`src/rtl/rpi_pkg.sv`:
```
// Purpose: Shared constants and types of the reset and pull-up init block.
// Assumes: 8-bit registers on a plain strobe port, 10-bit byte addresses.
// Notes:   Offsets, reset values and cycle counts live here only.

package rpi_pkg;

    // ------------------------------------------------------------------
    // Register map
    // ------------------------------------------------------------------
    localparam int unsigned ADDR_W = 10;
    localparam int unsigned DATA_W = 8;

    localparam logic [9:0] OFS_PROC_MODE   = 10'h004;
    localparam logic [9:0] OFS_RESET_STAT  = 10'h3F0;
    localparam logic [9:0] OFS_PULLUP_ONE  = 10'h3FD;
    localparam logic [9:0] OFS_PULLUP_TWO  = 10'h3FE;

    // ------------------------------------------------------------------
    // Field positions and reset values
    // ------------------------------------------------------------------
    localparam int unsigned STAT_RAM_UNDEF_BIT = 0;
    localparam int unsigned STAT_LAST_SW_BIT   = 1;

    localparam logic [7:0] PULLUP_RST_LOW  = 8'h00;
    localparam logic [7:0] PULLUP_RST_HIGH = 8'h02;
    localparam logic [1:0] MODE_SINGLE     = 2'h0;
    localparam logic [1:0] MODE_MICROPROC  = 2'h3;
    localparam logic [7:0] READ_ZERO       = 8'h00;

    // ------------------------------------------------------------------
    // Cycle counts
    // ------------------------------------------------------------------
    localparam int unsigned CNT_W           = 5;
    localparam logic [4:0]  HOLD_CYCLES     = 5'h14;
    localparam logic [4:0]  SW_RESET_CYCLES = 5'h04;

    // ------------------------------------------------------------------
    // Types
    // ------------------------------------------------------------------
    // Processor mode control register layout
    typedef struct packed {
        logic [3:0] rsv_hi;
        logic       sw_reset;
        logic       rsv_lo;
        logic [1:0] mode;
    } rpi_pm_t;

    // Reset fan-out toward pins, oscillator and core
    typedef struct packed {
        logic pin_force;
        logic osc_reset;
        logic core_reset;
        logic vector_fetch;
    } rpi_rst_out_t;

    // Sequencer states
    typedef enum logic [4:0] {
        ST_HW_HOLD = 5'b00001,
        ST_INIT    = 5'b00010,
        ST_FETCH   = 5'b00100,
        ST_RUN     = 5'b01000,
        ST_SW      = 5'b10000
    } rpi_state_t;

endpackage : rpi_pkg

```
`src/rtl/rpi_reset_ctrl.sv`:
```
// Purpose: Reset sequencer with pull-up control register initialisation.
// Assumes: clk_sys is the main clock and keeps running during reset.
// Notes:   Reset pin and mode strap are asynchronous and are synchronised.
//
// The implementer's own choice: the address-and-strobe port.

`timescale 1ns/1ps

module rpi_reset_ctrl (
    input  wire logic                clk_sys,
    input  wire logic                rstn,
    input  wire logic                reset_pin_n,
    input  wire logic                mode_strap_pin,
    input  wire logic                ram_write_busy,
    input  wire logic [9:0]          reg_addr,
    input  wire logic [7:0]          reg_wdata,
    input  wire logic                reg_wr,
    input  wire logic                reg_rd,
    output logic      [7:0]          reg_rdata,
    output rpi_pkg::rpi_rst_out_t    rst_out,
    output logic                     ram_write_block,
    output logic      [7:0]          pullup_control_one,
    output logic      [7:0]          pullup_control_two,
    output logic      [1:0]          proc_mode
);

    // ------------------------------------------------------------------
    // Pin synchronisation
    // ------------------------------------------------------------------
    logic [1:0] pins_sync;
    logic       pin_high;
    logic       strap_sync;

    // Reset pin reads as asserted until proven released
    rpi_sync #(
        .WIDTH   (2),
        .RST_VAL (2'h0)
    ) u_sync (
        .clk_sys  (clk_sys),
        .rstn     (rstn),
        .async_in ({mode_strap_pin, reset_pin_n}),
        .sync_out (pins_sync)
    );

    assign pin_high   = pins_sync[0];
    assign strap_sync = pins_sync[1];

    // ------------------------------------------------------------------
    // State and storage
    // ------------------------------------------------------------------
    rpi_pkg::rpi_state_t   state_q;
    rpi_pkg::rpi_state_t   state_d;
    logic [4:0]            cnt_q;
    logic [4:0]            cnt_d;
    logic                  strap_q;
    logic                  last_sw_q;
    logic                  ram_undef_q;
    logic                  pin_high_q;
    logic [1:0]            mode_q;
    logic [7:0]            pur_one_q;
    logic [7:0]            pur_two_q;
    logic [7:0]            rdata_q;
    rpi_pkg::rpi_rst_out_t rst_out_q;
    rpi_pkg::rpi_rst_out_t rst_out_d;

    // ------------------------------------------------------------------
    // Register decode
    // ------------------------------------------------------------------
    rpi_pkg::rpi_pm_t pm_wr;
    logic             in_run;
    logic             hit_pm;
    logic             hit_stat;
    logic             hit_one;
    logic             hit_two;
    logic             wr_pm;
    logic             wr_stat;
    logic             wr_one;
    logic             wr_two;
    logic             sw_req;
    logic             stat_clr_ram;

    // Software can only reach registers while the core is running
    assign in_run   = (state_q == rpi_pkg::ST_RUN);
    assign hit_pm   = (reg_addr == rpi_pkg::OFS_PROC_MODE);
    assign hit_stat = (reg_addr == rpi_pkg::OFS_RESET_STAT);
    assign hit_one  = (reg_addr == rpi_pkg::OFS_PULLUP_ONE);
    assign hit_two  = (reg_addr == rpi_pkg::OFS_PULLUP_TWO);
    assign wr_pm    = reg_wr && in_run && hit_pm;
    assign wr_stat  = reg_wr && in_run && hit_stat;
    assign wr_one   = reg_wr && in_run && hit_one;
    assign wr_two   = reg_wr && in_run && hit_two;
    assign pm_wr    = rpi_pkg::rpi_pm_t'(reg_wdata);

    // Software reset request and write-one-to-clear of the RAM flag
    assign sw_req       = wr_pm && pm_wr.sw_reset;
    assign stat_clr_ram = wr_stat && reg_wdata[rpi_pkg::STAT_RAM_UNDEF_BIT];

    // ------------------------------------------------------------------
    // Sequencer
    // ------------------------------------------------------------------
    logic hold_done;
    logic sw_done;

    // Early release is ignored until the minimum hold has elapsed
    assign hold_done = pin_high && (cnt_q >= rpi_pkg::HOLD_CYCLES);
    assign sw_done   = (cnt_q >= rpi_pkg::SW_RESET_CYCLES);

    // Pin low overrides every state, including a software reset
    always_comb begin
        state_d = state_q;
        if (!pin_high) begin
            state_d = rpi_pkg::ST_HW_HOLD;
        end else begin
            case (state_q)
                rpi_pkg::ST_HW_HOLD: begin
                    if (hold_done) begin
                        state_d = rpi_pkg::ST_INIT;
                    end
                end
                rpi_pkg::ST_INIT: begin
                    state_d = rpi_pkg::ST_FETCH;
                end
                rpi_pkg::ST_FETCH: begin
                    state_d = rpi_pkg::ST_RUN;
                end
                rpi_pkg::ST_RUN: begin
                    if (sw_req) begin
                        state_d = rpi_pkg::ST_SW;
                    end
                end
                rpi_pkg::ST_SW: begin
                    if (sw_done) begin
                        state_d = rpi_pkg::ST_INIT;
                    end
                end
                default: begin
                    state_d = rpi_pkg::ST_HW_HOLD;
                end
            endcase
        end
    end

    // Counter restarts on every state change and saturates
    always_comb begin
        if (state_d != state_q) begin
            cnt_d = '0;
        end else if (cnt_q != 5'h1F) begin
            cnt_d = cnt_q + 5'h01;
        end else begin
            cnt_d = cnt_q;
        end
    end

    // Registered fan-out; the core leaves reset in one single cycle
    always_comb begin
        rst_out_d.pin_force    = (state_d == rpi_pkg::ST_HW_HOLD) ||
                                 (state_d == rpi_pkg::ST_SW);
        rst_out_d.osc_reset    = (state_d == rpi_pkg::ST_HW_HOLD);
        rst_out_d.core_reset   = (state_d == rpi_pkg::ST_HW_HOLD) ||
                                 (state_d == rpi_pkg::ST_SW) ||
                                 (state_d == rpi_pkg::ST_INIT);
        rst_out_d.vector_fetch = (state_d == rpi_pkg::ST_FETCH);
    end

    always_ff @(posedge clk_sys or negedge rstn) begin
        if (!rstn) begin
            state_q   <= rpi_pkg::ST_HW_HOLD;
            cnt_q     <= '0;
            rst_out_q <= '{pin_force: 1'b1, osc_reset: 1'b1,
                           core_reset: 1'b1, vector_fetch: 1'b0};
        end else begin
            state_q   <= state_d;
            cnt_q     <= cnt_d;
            rst_out_q <= rst_out_d;
        end
    end

    // ------------------------------------------------------------------
    // Strap capture and reset history
    // ------------------------------------------------------------------
    logic pin_fall;
    logic ram_undef_set;

    assign pin_fall      = pin_high_q && !pin_high;
    assign ram_undef_set = pin_fall && ram_write_busy;

    // Strap is tracked only while held in hardware reset
    always_ff @(posedge clk_sys or negedge rstn) begin
        if (!rstn) begin
            strap_q     <= 1'b0;
            last_sw_q   <= 1'b0;
            pin_high_q  <= 1'b0;
            ram_undef_q <= 1'b0;
        end else begin
            pin_high_q <= pin_high;
            if (state_q == rpi_pkg::ST_HW_HOLD) begin
                strap_q   <= strap_sync;
                last_sw_q <= 1'b0;
            end else if (state_q == rpi_pkg::ST_SW) begin
                last_sw_q <= 1'b1;
            end
            // A new event beats a clear in the same cycle
            if (ram_undef_set) begin
                ram_undef_q <= 1'b1;
            end else if (stat_clr_ram) begin
                ram_undef_q <= 1'b0;
            end
        end
    end

    // ------------------------------------------------------------------
    // Mode field and pull-up control registers
    // ------------------------------------------------------------------
    logic [7:0] pur_hw_val;
    logic [7:0] pur_sw_val;
    logic [7:0] pur_init_val;
    logic       do_init;

    // Reserved mode 10b shares the expansion value; it must not be used
    assign pur_hw_val   = strap_q ? rpi_pkg::PULLUP_RST_HIGH
                                  : rpi_pkg::PULLUP_RST_LOW;
    assign pur_sw_val   = (mode_q == rpi_pkg::MODE_SINGLE)
                          ? rpi_pkg::PULLUP_RST_LOW
                          : rpi_pkg::PULLUP_RST_HIGH;
    assign pur_init_val = last_sw_q ? pur_sw_val : pur_hw_val;
    assign do_init      = (state_q == rpi_pkg::ST_INIT);

    // Mode survives a software reset; only the hardware path reloads it
    always_ff @(posedge clk_sys or negedge rstn) begin
        if (!rstn) begin
            mode_q <= rpi_pkg::MODE_SINGLE;
        end else if (do_init && !last_sw_q) begin
            mode_q <= strap_q ? rpi_pkg::MODE_MICROPROC
                              : rpi_pkg::MODE_SINGLE;
        end else if (wr_pm) begin
            mode_q <= pm_wr.mode;
        end
    end

    // Async reset loads 00h and 02h; init loads both with the same value
    always_ff @(posedge clk_sys or negedge rstn) begin
        if (!rstn) begin
            pur_one_q <= rpi_pkg::PULLUP_RST_LOW;
            pur_two_q <= rpi_pkg::PULLUP_RST_HIGH;
        end else if (do_init) begin
            pur_one_q <= pur_init_val;
            pur_two_q <= pur_init_val;
        end else begin
            if (wr_one) begin
                pur_one_q <= reg_wdata;
            end
            if (wr_two) begin
                pur_two_q <= reg_wdata;
            end
        end
    end

    // ------------------------------------------------------------------
    // Read path
    // ------------------------------------------------------------------
    rpi_pkg::rpi_pm_t pm_rd;
    logic [7:0]       stat_rd;
    logic [7:0]       rdata_d;

    assign pm_rd   = '{rsv_hi: 4'h0, sw_reset: 1'b0, rsv_lo: 1'b0,
                       mode: mode_q};
    assign stat_rd = {6'h00, last_sw_q, ram_undef_q};

    // Unmapped addresses read zero and ignore writes
    assign rdata_d = !(reg_rd && in_run) ? rpi_pkg::READ_ZERO :
                     hit_pm   ? 8'(pm_rd) :
                     hit_stat ? stat_rd :
                     hit_one  ? pur_one_q :
                     hit_two  ? pur_two_q :
                     rpi_pkg::READ_ZERO;

    always_ff @(posedge clk_sys or negedge rstn) begin
        if (!rstn) begin
            rdata_q <= rpi_pkg::READ_ZERO;
        end else begin
            rdata_q <= rdata_d;
        end
    end

    // ------------------------------------------------------------------
    // Outputs
    // ------------------------------------------------------------------
    // RAM is only write-blocked, never cleared, so contents survive
    assign ram_write_block    = rst_out_q.pin_force;
    assign rst_out            = rst_out_q;
    assign reg_rdata          = rdata_q;
    assign pullup_control_one = pur_one_q;
    assign pullup_control_two = pur_two_q;
    assign proc_mode          = mode_q;

endmodule : rpi_reset_ctrl

```
`src/rtl/rpi_sync.sv`:
```
// Purpose: Two-flop synchroniser for a group of asynchronous levels.
// Assumes: Each bit is an independent level; no bus coherence needed.
// Notes:   The first stage feeds only the second stage.

`timescale 1ns/1ps

module rpi_sync #(
    parameter int unsigned WIDTH = 1,
    parameter logic [WIDTH-1:0] RST_VAL = '0
) (
    input  wire logic             clk_sys,
    input  wire logic             rstn,
    input  wire logic [WIDTH-1:0] async_in,
    output logic      [WIDTH-1:0] sync_out
);

    // ------------------------------------------------------------------
    // Stages
    // ------------------------------------------------------------------
    logic [WIDTH-1:0] meta_q;

    // Two stages keep metastability away from the sequencer
    always_ff @(posedge clk_sys or negedge rstn) begin
        if (!rstn) begin
            meta_q   <= RST_VAL;
            sync_out <= RST_VAL;
        end else begin
            meta_q   <= async_in;
            sync_out <= meta_q;
        end
    end

endmodule : rpi_sync

```
`config.mk`:
```
export PLATFORM = sky130hd
export DESIGN_NAME = rpi_reset_ctrl
export DESIGN_NICKNAME = d
export VERILOG_FILES = /design/src/rtl/rpi_pkg.sv /design/src/rtl/rpi_reset_ctrl.sv /design/src/rtl/rpi_sync.sv
export SDC_FILE = /design/constraint.sdc
export NUM_CORES = 1
export LEC_CHECK = 0
export BUFFER_PORTS_ARGS = -buffer_cell sky130_fd_sc_hd__buf_2
export CORE_MARGIN = 2
export CORE_UTILIZATION = 30
export CTS_BUF_LIST = sky130_fd_sc_hd__clkbuf_8
export DETAILED_ROUTE_END_ITERATION = 16
export PLACE_DENSITY_LB_ADDON = 0.08
export SYNTH_ARGS = -nofsm -noshare
export SYNTH_HDL_FRONTEND = slang
export SYNTH_SLANG_ARGS = --single-unit
```
`constraint.sdc`:
```
create_clock -name clk_sys -period 4.2 [get_ports clk_sys]
set_input_delay 0.63 -clock clk_sys [delete_from_list [all_inputs] [get_ports clk_sys]]
set_output_delay 0.63 -clock clk_sys [all_outputs]
set_load 0.005 [all_outputs]
```
# --- Word-level counts from Yosys, hierarchy flattened ---
# Cells that the tools add are included.
totals:
  ff_bits: 48
  input_bits: 25
  out_inout_bits: 31
op_classes:
  add_sub_neg: 1
  n_lt_le_gt_ge: 2
  eq_ne: 15
  mux: 26
  n_reduce_logical: 23
op_table:
  columns: ["cell", "count"]
  rows:
  - ["$mux W8", 9]
  - ["$eq A10 B10 Y1 const B", 3]
  - ["$mux W5", 6]
  - ["$pmux W5 S5", 1]
  - ["$logic_and A1 B1 Y1", 12]
  - ["$mux W2", 6]
  - ["$reduce_bool A2 Y1", 6]
  - ["$eq A10 B3 Y1 const B", 1]
  - ["$eq A5 B1 Y1 const B", 2]
  - ["$eq A5 B2 Y1 const B", 2]
  - ["$eq A5 B3 Y1 const B", 2]
  - ["$eq A5 B5 Y1 const B", 2]
  - ["$add A5 B1 Y5 const B", 1]
  - ["$eq A5 B4 Y1 const B", 1]
  - ["$ge A5 B3 Y1 const B", 1]
  - ["$ge A5 B5 Y1 const B", 1]
  - ["$ne A5 B5 Y1", 1]
  - ["$ne A5 B5 Y1 const B", 1]
  - ["$mux W1", 4]
  - ["$logic_not A1 Y1", 2]
  - ["$logic_not A2 Y1", 1]
  - ["$logic_or A1 B1 Y1", 2]

# --- Depth between registers and ports, before layout ---
# Gate-level depths: netlist (run 1).
logic_depth:
  word_depth: 10
  depth_mapped: 7
  mapped_depth_nobuf: 6

# --- Modules after synthesis ---
# From an unflattened synthesis (run 1), not the netlist that was laid out.
unflattened:
  cells_unflattened: 233
  area_unflattened_um2: 2367.3
modules_own_cells:
  columns: ["mod", "n_inst", "cells_per_inst", "area_each_um2"]
  rows:
  - ["rpi_reset_ctrl", 1, 229, 2267.2]
  - ["rpi_sync", 1, 4, 100.1]

# --- Least setup slack after synthesis (run 1) ---
# Ideal clock, no wire load.
synth_timing:
  path_type: "input-to-reg"
  from: "input port reg_addr[1]"
  to: "register cnt_q[0]"
  setup_ns: 0.101
  t_arrival_ns: 2.201
  setup_slack_ns: 1.898
  stages: 5
  path_cell_list: "or4_4 or4_4 a22oi_4 o31ai_2 nor4_1"
synth_via:
  elab_chain_cells: 8
  elab_cells_between_ends: 9
  classes_between: "eq/ne (2); mux (4); reduce/logical (3)"
synth_lines:
  columns: ["item", "line_no", "source"]
  rows:
  - ["from (decl)", "rpi_reset_ctrl.sv:15", "input wire logic [9:0] reg_addr,"]
  - ["$eq A10 B3 Y1 *", "rpi_reset_ctrl.sv:84", "assign hit_pm = (reg_addr == rpi_pkg::OFS_PROC_MODE);"]
  - ["$logic_and A1 B1 Y1 *", "rpi_reset_ctrl.sv:88", "assign wr_pm = reg_wr && in_run && hit_pm;"]
  - ["$logic_and A1 B1 Y1 *", "rpi_reset_ctrl.sv:95", "assign sw_req = wr_pm && pm_wr.sw_reset;"]
  - ["$mux W5 *", "rpi_reset_ctrl.sv:127", "if (sw_req) begin"]
  - ["$pmux W5 S5 *", "rpi_reset_ctrl.sv:114", "case (state_q)"]
  - ["$mux W5 *", "rpi_reset_ctrl.sv:111", "if (!pin_high) begin"]
  - ["$ne A5 B5 Y1 *", "rpi_reset_ctrl.sv:145", "if (state_d != state_q) begin"]
  - ["$mux W5 / $reduce_bool A2 Y1 (equally long branches)", null, null]
  - ["to (signal assigned)", "rpi_reset_ctrl.sv:173", "cnt_q <= cnt_d;"]
  - ["to (decl)", "rpi_reset_ctrl.sv:53", "logic [4:0] cnt_q;"]
# Mark *: on every way between the ends. The rest lies on a longest branch, timed or not.
# A chain may end at the register's enable or synchronous reset.

# --- Final worst setup path (run 1) ---
layout_timing:
  from: "register state_q[1]"
  to: "register cnt_q[3]"
layout_via:
  elab_chain_cells: 9
  elab_cells_between_ends: 16
  classes_between: "eq/ne (6); mux (6); reduce/logical (4)"
layout_lines:
  columns: ["item", "line_no", "source"]
  rows:
  - ["from (decl)", "rpi_reset_ctrl.sv:51", "rpi_pkg::rpi_state_t state_q;"]
  - ["from (signal assigned)", "rpi_reset_ctrl.sv:167", "state_q <= rpi_pkg::ST_HW_HOLD;"]
  - ["from (signal assigned)", "rpi_reset_ctrl.sv:172", "state_q <= state_d;"]
  - ["$eq A5 B4 Y1", "rpi_reset_ctrl.sv:83, rpi_reset_ctrl.sv:114", null]
  - ["$logic_and A1 B1 Y1 (2 in a row)", "rpi_reset_ctrl.sv:88", null]
  - ["$logic_and A1 B1 Y1", "rpi_reset_ctrl.sv:95", null]
  - ["$mux W5", "rpi_reset_ctrl.sv:127", null]
  - ["$pmux W5 S5", "rpi_reset_ctrl.sv:114", null]
  - ["$mux W5", "rpi_reset_ctrl.sv:111", null]
  - ["$ne A5 B5 Y1 *", "rpi_reset_ctrl.sv:145", null]
  - ["$mux W5 / $reduce_bool A2 Y1 (equally long branches)", null, null]
# Marked as above.

==> metrics.md, run 1 <==
| Metric | Value |
|---|---|
| WL final | 6.089 mm |
| RSZ-0062 raised after global routing | no |
| CTS Buffer Depth | 2 |
| Critical Path RT | 4.36 ns |
| CTS tree | done |
| DR DRC count | 0 |
| Crit Path Category | reg -> reg |
| Gr ovfl total | 0 |
| DP Cell Count | 380 |
| Commonest cells after routing, fill and taps aside | buf_2 (55), dfrtp_1 (43), nand2_1 (24), a21oi_1 (18) |
| Slowest cell on crit path | o311ai_1 |
| Hold_sp | u_sync.meta_q[0] |
| Buffers & Inverters on Critical Path | 1 |
| Antenna cells | 0 |
| IO Pins | 56 |
| Ys async rst share | 100.0% |
| Crit share post-route | 58.12% |
| Setup slack, reg-to-reg | 1.76 ns |
| Final setup fails | 0 |
| Area Growth Syn to Fin | 19.75% |
| Hold endpoint | u_sync.sync_out[0] |
| Clk slew on worst S/H paths | 0.09 ns |
| Gr usage total | 15.06% |
| Largest net degree at the start of global routing | 31 |
| Vias/cell | 5.131 |
| EDFF count, synth | 0 |
| Syn Std Cell Area | 0.002357 sq mm |
| Distinct cells, synth | 53 |
| Die ar. | 0.008582 sq mm |
| Worst Hold Path Cells | 0 |
| Commonest non-fill, non-tap cell in the layout | buf_2 |
| Initial Util | 30.66% |
| CP cell instances | or3_1 -> nor3_2 -> buf_4 -> a311oi_1 -> o311ai_1 -> nor4_1 |
| Peak supply drop | 0.1497 mV |
| Arr. time, crit path | 2.60 ns |
| Crit-path max cell delay | 0.58 ns |
| Post-Synthesis Cells | 233 |
| Synth Register Bits | 48 |
| Die height | 92.64 um |
| Worst reg-to-reg path cell count | 6 |
| R2R Path End | cnt_q[3] |
| Clock Skew | 0.006971 ns |
| Initial DRC Count | 123 |
| Max-cap violations | 0 |
| Final instance area | 0.002823 sq mm |
| Vias in the first global route | 1912 |
| CP top delay family | simple AND/OR/NAND/NOR gates |
| Post-route minimum period | 2.441 ns |
| Post-CTS Setup Bufs | 0 |
| TritonRoute pass-1 iters | 5 |
| Top_reg_cell synth | dfrtp_1 |
| Sequential-to-total area share from yosys stat | 51.22% |
| Layout Nets | 313 |
| Clk root buf | clkbuf_8 |
| Worst-skew pair later-pin latency | 0.30 ns |
| Pwr per Cell Area | 358.7 mW/mm^2 |
| Final Wtd Congestion | 0.7843 |
| Measured slew at the worst slew-check pin | 0.7247 ns |
| Worst Setup End Kind | register |
| Dpl cell area | 0.002730 sq mm |
| Worst reg2reg path startpoint | state_q[1] |
| Post-CTS sizing | 0 |
| Routed WL per cell | 15.69 um |
| Non-filler cells, final | 388 |
| Post-Syn Nets | 261 |
| CTS buffer count | 5 |
| Startpoint Class | register |
| Fmax | 0.4096 GHz |
| Number of port buffers | 55 |
| Max_slew headroom | 51.69% |
| Setup TNS | 0 ns |
| Outcome | completed |
| Clk sinks | 48 |
| Final Max Slew Viols | 0 |
| Detailed Place HPWL | 4.570 mm |
| Via count | 1991 |
| CTS H-tree lvls | 2 |
| Class of the worst hold path | reg -> reg |
| Pleak | 1.301 nW |
| Site row count | 32 |
| Hold Violations, Final | 0 |
| Width of the die | 92.64 um |
| Ys Warns | 0 |
| Synth Area per Inst | 10.12 sq um |
| Core area | 0.007687 sq mm |
| DRT antenna net count | 0 |
| Peak fanout along the critical path | 19 |
| Ratio of cells with drive above 1 in the final layout | 30.07% |
| Post-cts hold buffer count | 0 |
| Initial antenna violation count | 0 |
| Global-route wire length before repair | 10.04 mm |
Yosys cell counts (all sizes together) (2+ instances only):
cell type | instances | area [sq um]
nor4 | 7 | 43.79
mux2i | 2 | 20.02
nand4 | 2 | 12.51
o21ai | 5 | 25.02
nand3 | 16 | 80.08
nand2 | 24 | 90.09
nand3b | 2 | 15.01
and3 | 2 | 12.51
dfrtp | 43 | 1076
a31o | 2 | 17.52
buf | 6 | 32.53
inv | 6 | 22.52
ha | 3 | 37.54
dfstp | 5 | 131.4
nor3 | 6 | 40.04
clkbuf | 7 | 26.28
or4 | 2 | 22.52
a22oi | 11 | 96.34
nor4b | 2 | 17.52
a311oi | 2 | 17.52
or2 | 3 | 18.77
mux2 | 7 | 78.82
nor2 | 17 | 66.32
nand4b | 2 | 17.52
or3 | 3 | 18.77
nand2b | 7 | 43.79
xor2 | 3 | 26.28
and2 | 2 | 12.51
a21oi | 18 | 90.09
worst register-to-register path: cells and delay by family, from the launching register on:
family | cells | cell delay, ns
AO/OA/AOI/OAI | 2 | 0.71
buffers and inverters | 1 | 0.27
flip-flops | 1 | 0.52
AND/OR/NAND/NOR | 3 | 0.81
flip-flops by register name (all words and copies together) (netlist names):
register,flops
rst_out,3
strap_q,1
u_sync.meta_q,2
reg_rdata,8
state_q,5
u_sync.sync_out,2
pin_high_q,1
cnt_q,5
ram_write_block,1
ram_undef_q,1
pullup_control_two,8
pullup_control_one,8
proc_mode,2
last_sw_q,1
final cells by class:
class | count | area (sq um)
sequential | 48 | 1207
timing repair buffer | 58 | 297.8
tap | 102 | 127.6
fill | 824 | 4865
inverter | 6 | 22.52
clock buffer | 6 | 82.58
multi-input combinational | 166 | 1075
clock inverter | 2 | 10.01
worst max path at each step:
stage / start / end / slack [ns] / cells past startpoint
floorplan: reg_addr[1] / cnt_q[0] / 1.90 / 5
global placement: reg_addr[1] / cnt_q[2] / 1.47 / 6
global route: state_q[1] / cnt_q[3] / 1.52 / 6
finish: state_q[1] / cnt_q[3] / 1.76 / 6
detailed placement: reg_addr[1] / cnt_q[2] / 1.47 / 6
CTS: state_q[1] / cnt_q[3] / 1.73 / 6
metal layers:
metal  up-vias  global-route usage [%]  routed length [um]
met5         -                       0                   0
met4         0                   4.044                  67
met3         6                   3.011                 287
met2        52                   25.30                2965
met1       985                   19.85                2768
li1        948                       -                   -
metrics by stage:
| stage | util (%) | worst slack (ns) | power [mW] | hold WS [ns] |
|---|---|---|---|---|
| finish | 36.72 | 1.759 | 1.013 | 0.3537 |
| global route | 36.72 | 1.519 | 1.084 | 0.3617 |
| CTS | 36.72 | 1.726 | 1.037 | 0.3581 |
| detailed placement | 35.51 | 1.475 | 0.7407 | 0.3373 |
| global placement | 35.51 | 1.472 | 0.7420 | 0.3335 |
| floorplan | - | 1.898 | 0.6685 | 0.3312 |
power by group:
part / internal [mW] / total (mW) / leakage, nW / switching [mW]
Clock: 0.132 / 0.285 / 0.0510 / 0.153
Combinational: 0.0858 / 0.179 / 0.628 / 0.0929
Sequential: 0.505 / 0.549 / 0.621 / 0.0438
Total: 0.723 / 1.01 / 1.30 / 0.290
cells by family (layout without fill, tap and decap cells):
logic type	Yosys count	count (layout)	synth area share, %
AO/OA/AOI/OAI	47	47	14.17
multiplexers	9	9	4.193
XOR/XNOR	4	4	1.486
AND/OR/NAND/NOR	103	103	23.89
buffers and inverters	19	72	3.450
adder cells (fa/ha/maj)	3	3	1.593
flip-flops	48	48	51.22
No activity file was read; power rests on OpenSTA's default activity.
==> run 2: changes to the inputs <==
==> constraint.sdc (replaced) <==
create_clock -name clk_sys -period 2 [get_ports clk_sys]
set_input_delay 0.3 -clock clk_sys [delete_from_list [all_inputs] [get_ports clk_sys]]
set_output_delay 0.3 -clock clk_sys [all_outputs]
set_load 0.005 [all_outputs]
==> run 2 against run 1 <==
Effect of this change: the flow now finishes with violations (setup timing); critical path type unchanged; die area unchanged; final cell count is 10% higher; register-to-register slack worse by 1.8 ns; largest cell class unchanged; first-iteration DRC count shrank 45%.
==> metrics.md, run 2 (synthesis gave the netlist of run 1 again) <==
| Metric | Value |
|---|---|
| IO Pins | 56 |
| Detailed Place HPWL | 4.711 mm |
| Final setup fails | 4 |
| R2R Path End | cnt_q[4] |
| Vias/cell | 4.951 |
| Hold Violations, Final | 0 |
| Ratio of cells with drive above 1 in the final layout | 43.08% |
| CP cell instances | buf_4 -> and3b_1 -> a311oi_1 -> o311ai_2 -> buf_4 -> nor4_1 |
| Setup WS post-layout | -0.02354 ns |
| Final Max Slew Viols | 0 |
| Antenna cells | 0 |
| Core area | 0.007687 sq mm |
| Gr ovfl total | 0 |
| Area Growth Syn to Fin | 39.60% |
| Clk sinks | 48 |
| Commonest non-fill, non-tap cell in the layout | buf_2 |
| Worst reg-to-reg path cell count | 6 |
| CTS H-tree lvls | 2 |
| Pwr per Cell Area | 739.9 mW/mm^2 |
| Routed WL per cell | 15.09 um |
| DR DRC count | 0 |
| Post-route minimum period | 2.024 ns |
| Final hold slack | 0.09526 ns |
| Worst-skew pair later-pin latency | 0.30 ns |
| Measured slew at the worst slew-check pin | 0.5073 ns |
| Setup TNS | -0.05151 ns |
| TritonRoute pass-1 iters | 4 |
| Clk root buf | clkbuf_8 |
| Max_slew headroom | 65.95% |
| Layout Nets | 352 |
| RSZ-0062 raised after global routing | yes |
| Crit Path Category | reg -> reg |
| Die height | 92.64 um |
| Vias in the first global route | 2060 |
| Peak supply drop | 0.3871 mV |
| Clk slew on worst S/H paths | 0.09 ns |
| Initial Util | 30.66% |
| Fill count | 804 |
| Critical Path RT | 2.20 ns |
| Most used cell along the critical path | buf_4 |
| Max-cap violations | 0 |
| Die ar. | 0.008582 sq mm |
| Clock Skew | 0.01111 ns |
| Number of port buffers | 55 |
| Initial DRC Count | 68 |
| CTS tree | done |
| Initial antenna violation count | 0 |
| Worst reg2reg path startpoint | state_q[0] |
| Slowest cell on crit path | dfstp_2 |
| Via count | 2114 |
| Final Wtd Congestion | 0.7527 |
| Global-route wire length before repair | 10.12 mm |
| Class of the worst hold path | in -> reg |
| Area of the multi-input gates | 0.001201 sq mm |
| Crit-path max cell delay | 0.60 ns |
| Worst Setup End Kind | register |
| Fmax | 0.4942 GHz |
| Largest net degree at the start of global routing | 30 |
| CP startpoint | state_q[0] |
| DRT antenna net count | 0 |
| CTS buffer count | 5 |
| Site row count | 32 |
| End of the critical path | cnt_q[4] |
| Width of the die | 92.64 um |
| Crit share post-route | 101.2% |
| Startpoint Class | register |
| Gr usage total | 14.96% |
| Outcome | finished, violations left |
| Pleak | 1.565 nW |
| Arr. time, crit path | 2.23 ns |
| FF/Latch Area | 0.001209 sq mm |
| WL final | 6.443 mm |
| CTS Buffer Depth | 2 |
| Setup slack, reg-to-reg | -0.02 ns |
| Failing checks | setup timing |
| Commonest cells after routing, fill and taps aside | buf_2 (55), dfrtp_1 (42), buf_4 (39), nand2_1 (24), a21oi_1 (17) |
| Peak fanout along the critical path | 6 |
run 2: metrics by stage:
step	setup WS (ns)	total power, mW	cells	area [sq um]	util (%)
2_1_floorplan	0.01844	1.409	233	2366	-
3_3_place_gp	-0.1943	1.605	414	3003	39.06
3_5_place_dp	-0.2272	1.612	414	3003	39.06
4_1_cts	0.004728	2.380	423	3141	40.85
5_1_grt	-0.07554	2.578	427	3291	42.81
6_report	-0.02354	2.435	427	3291	42.81
run 2: power breakdown:
part / switching [mW] / total [mW] / internal (mW)
combinational: 0.263 / 0.544 / 0.281
sequential: 0.0832 / 1.14 / 1.06
clock: 0.338 / 0.747 / 0.409
total: 0.684 / 2.43 / 1.75
run 2: area by class of cell:
type,count,share of cell area [%]
clock buffers,6,2.510
clock inverters,2,1.179
inverters,6,0.6844
multi-input cells,166,36.50
flip-flops and latches,48,36.73
well taps,102,3.878
repair buffers,97,18.52
run 2: repair_timing:
item                                    in CTS  in global routing
endpoints found under the setup margin       4                  9
hold buffers                                 1                  0
resized for setup                            2                 21
hold endpoints to repair                    17                  0
pin swaps                                    0                  2
buffers inserted                             0                  4
run 2: worst min-delay path by stage:
stage                         from                to  slack (ns)  cells after the start
global route           reset_pin_n  u_sync.meta_q[0]        0.08                      1
floorplan                     rstn          cnt_q[0]       0.004                      0
global placement              rstn      reg_rdata[1]        0.30                      1
finish              mode_strap_pin  u_sync.meta_q[1]         0.1                      1
detailed placement            rstn      reg_rdata[1]        0.31                      1
CTS                    reset_pin_n  u_sync.meta_q[0]        0.08                      1
run 2: routing by layer:
| metal | up-vias | part of all wire (%) | global-route usage (%) |
|---|---|---|---|
| met2 | 43 | 49 | 24.94 |
| li1 | 1021 | - | - |
| met5 | - | 0 | 0 |
| met1 | 1040 | 45 | 19.82 |
| met3 | 10 | 4.1 | 3.092 |
| met4 | 0 | 1.6 | 4.044 |
run 2: worst max-delay path: cells and delay by family (launching register included):
kind            cells  cell delay (ns)
flops               1             0.60
compound gates      2             0.56
simple gates        2             0.43
buf+inv             2             0.33
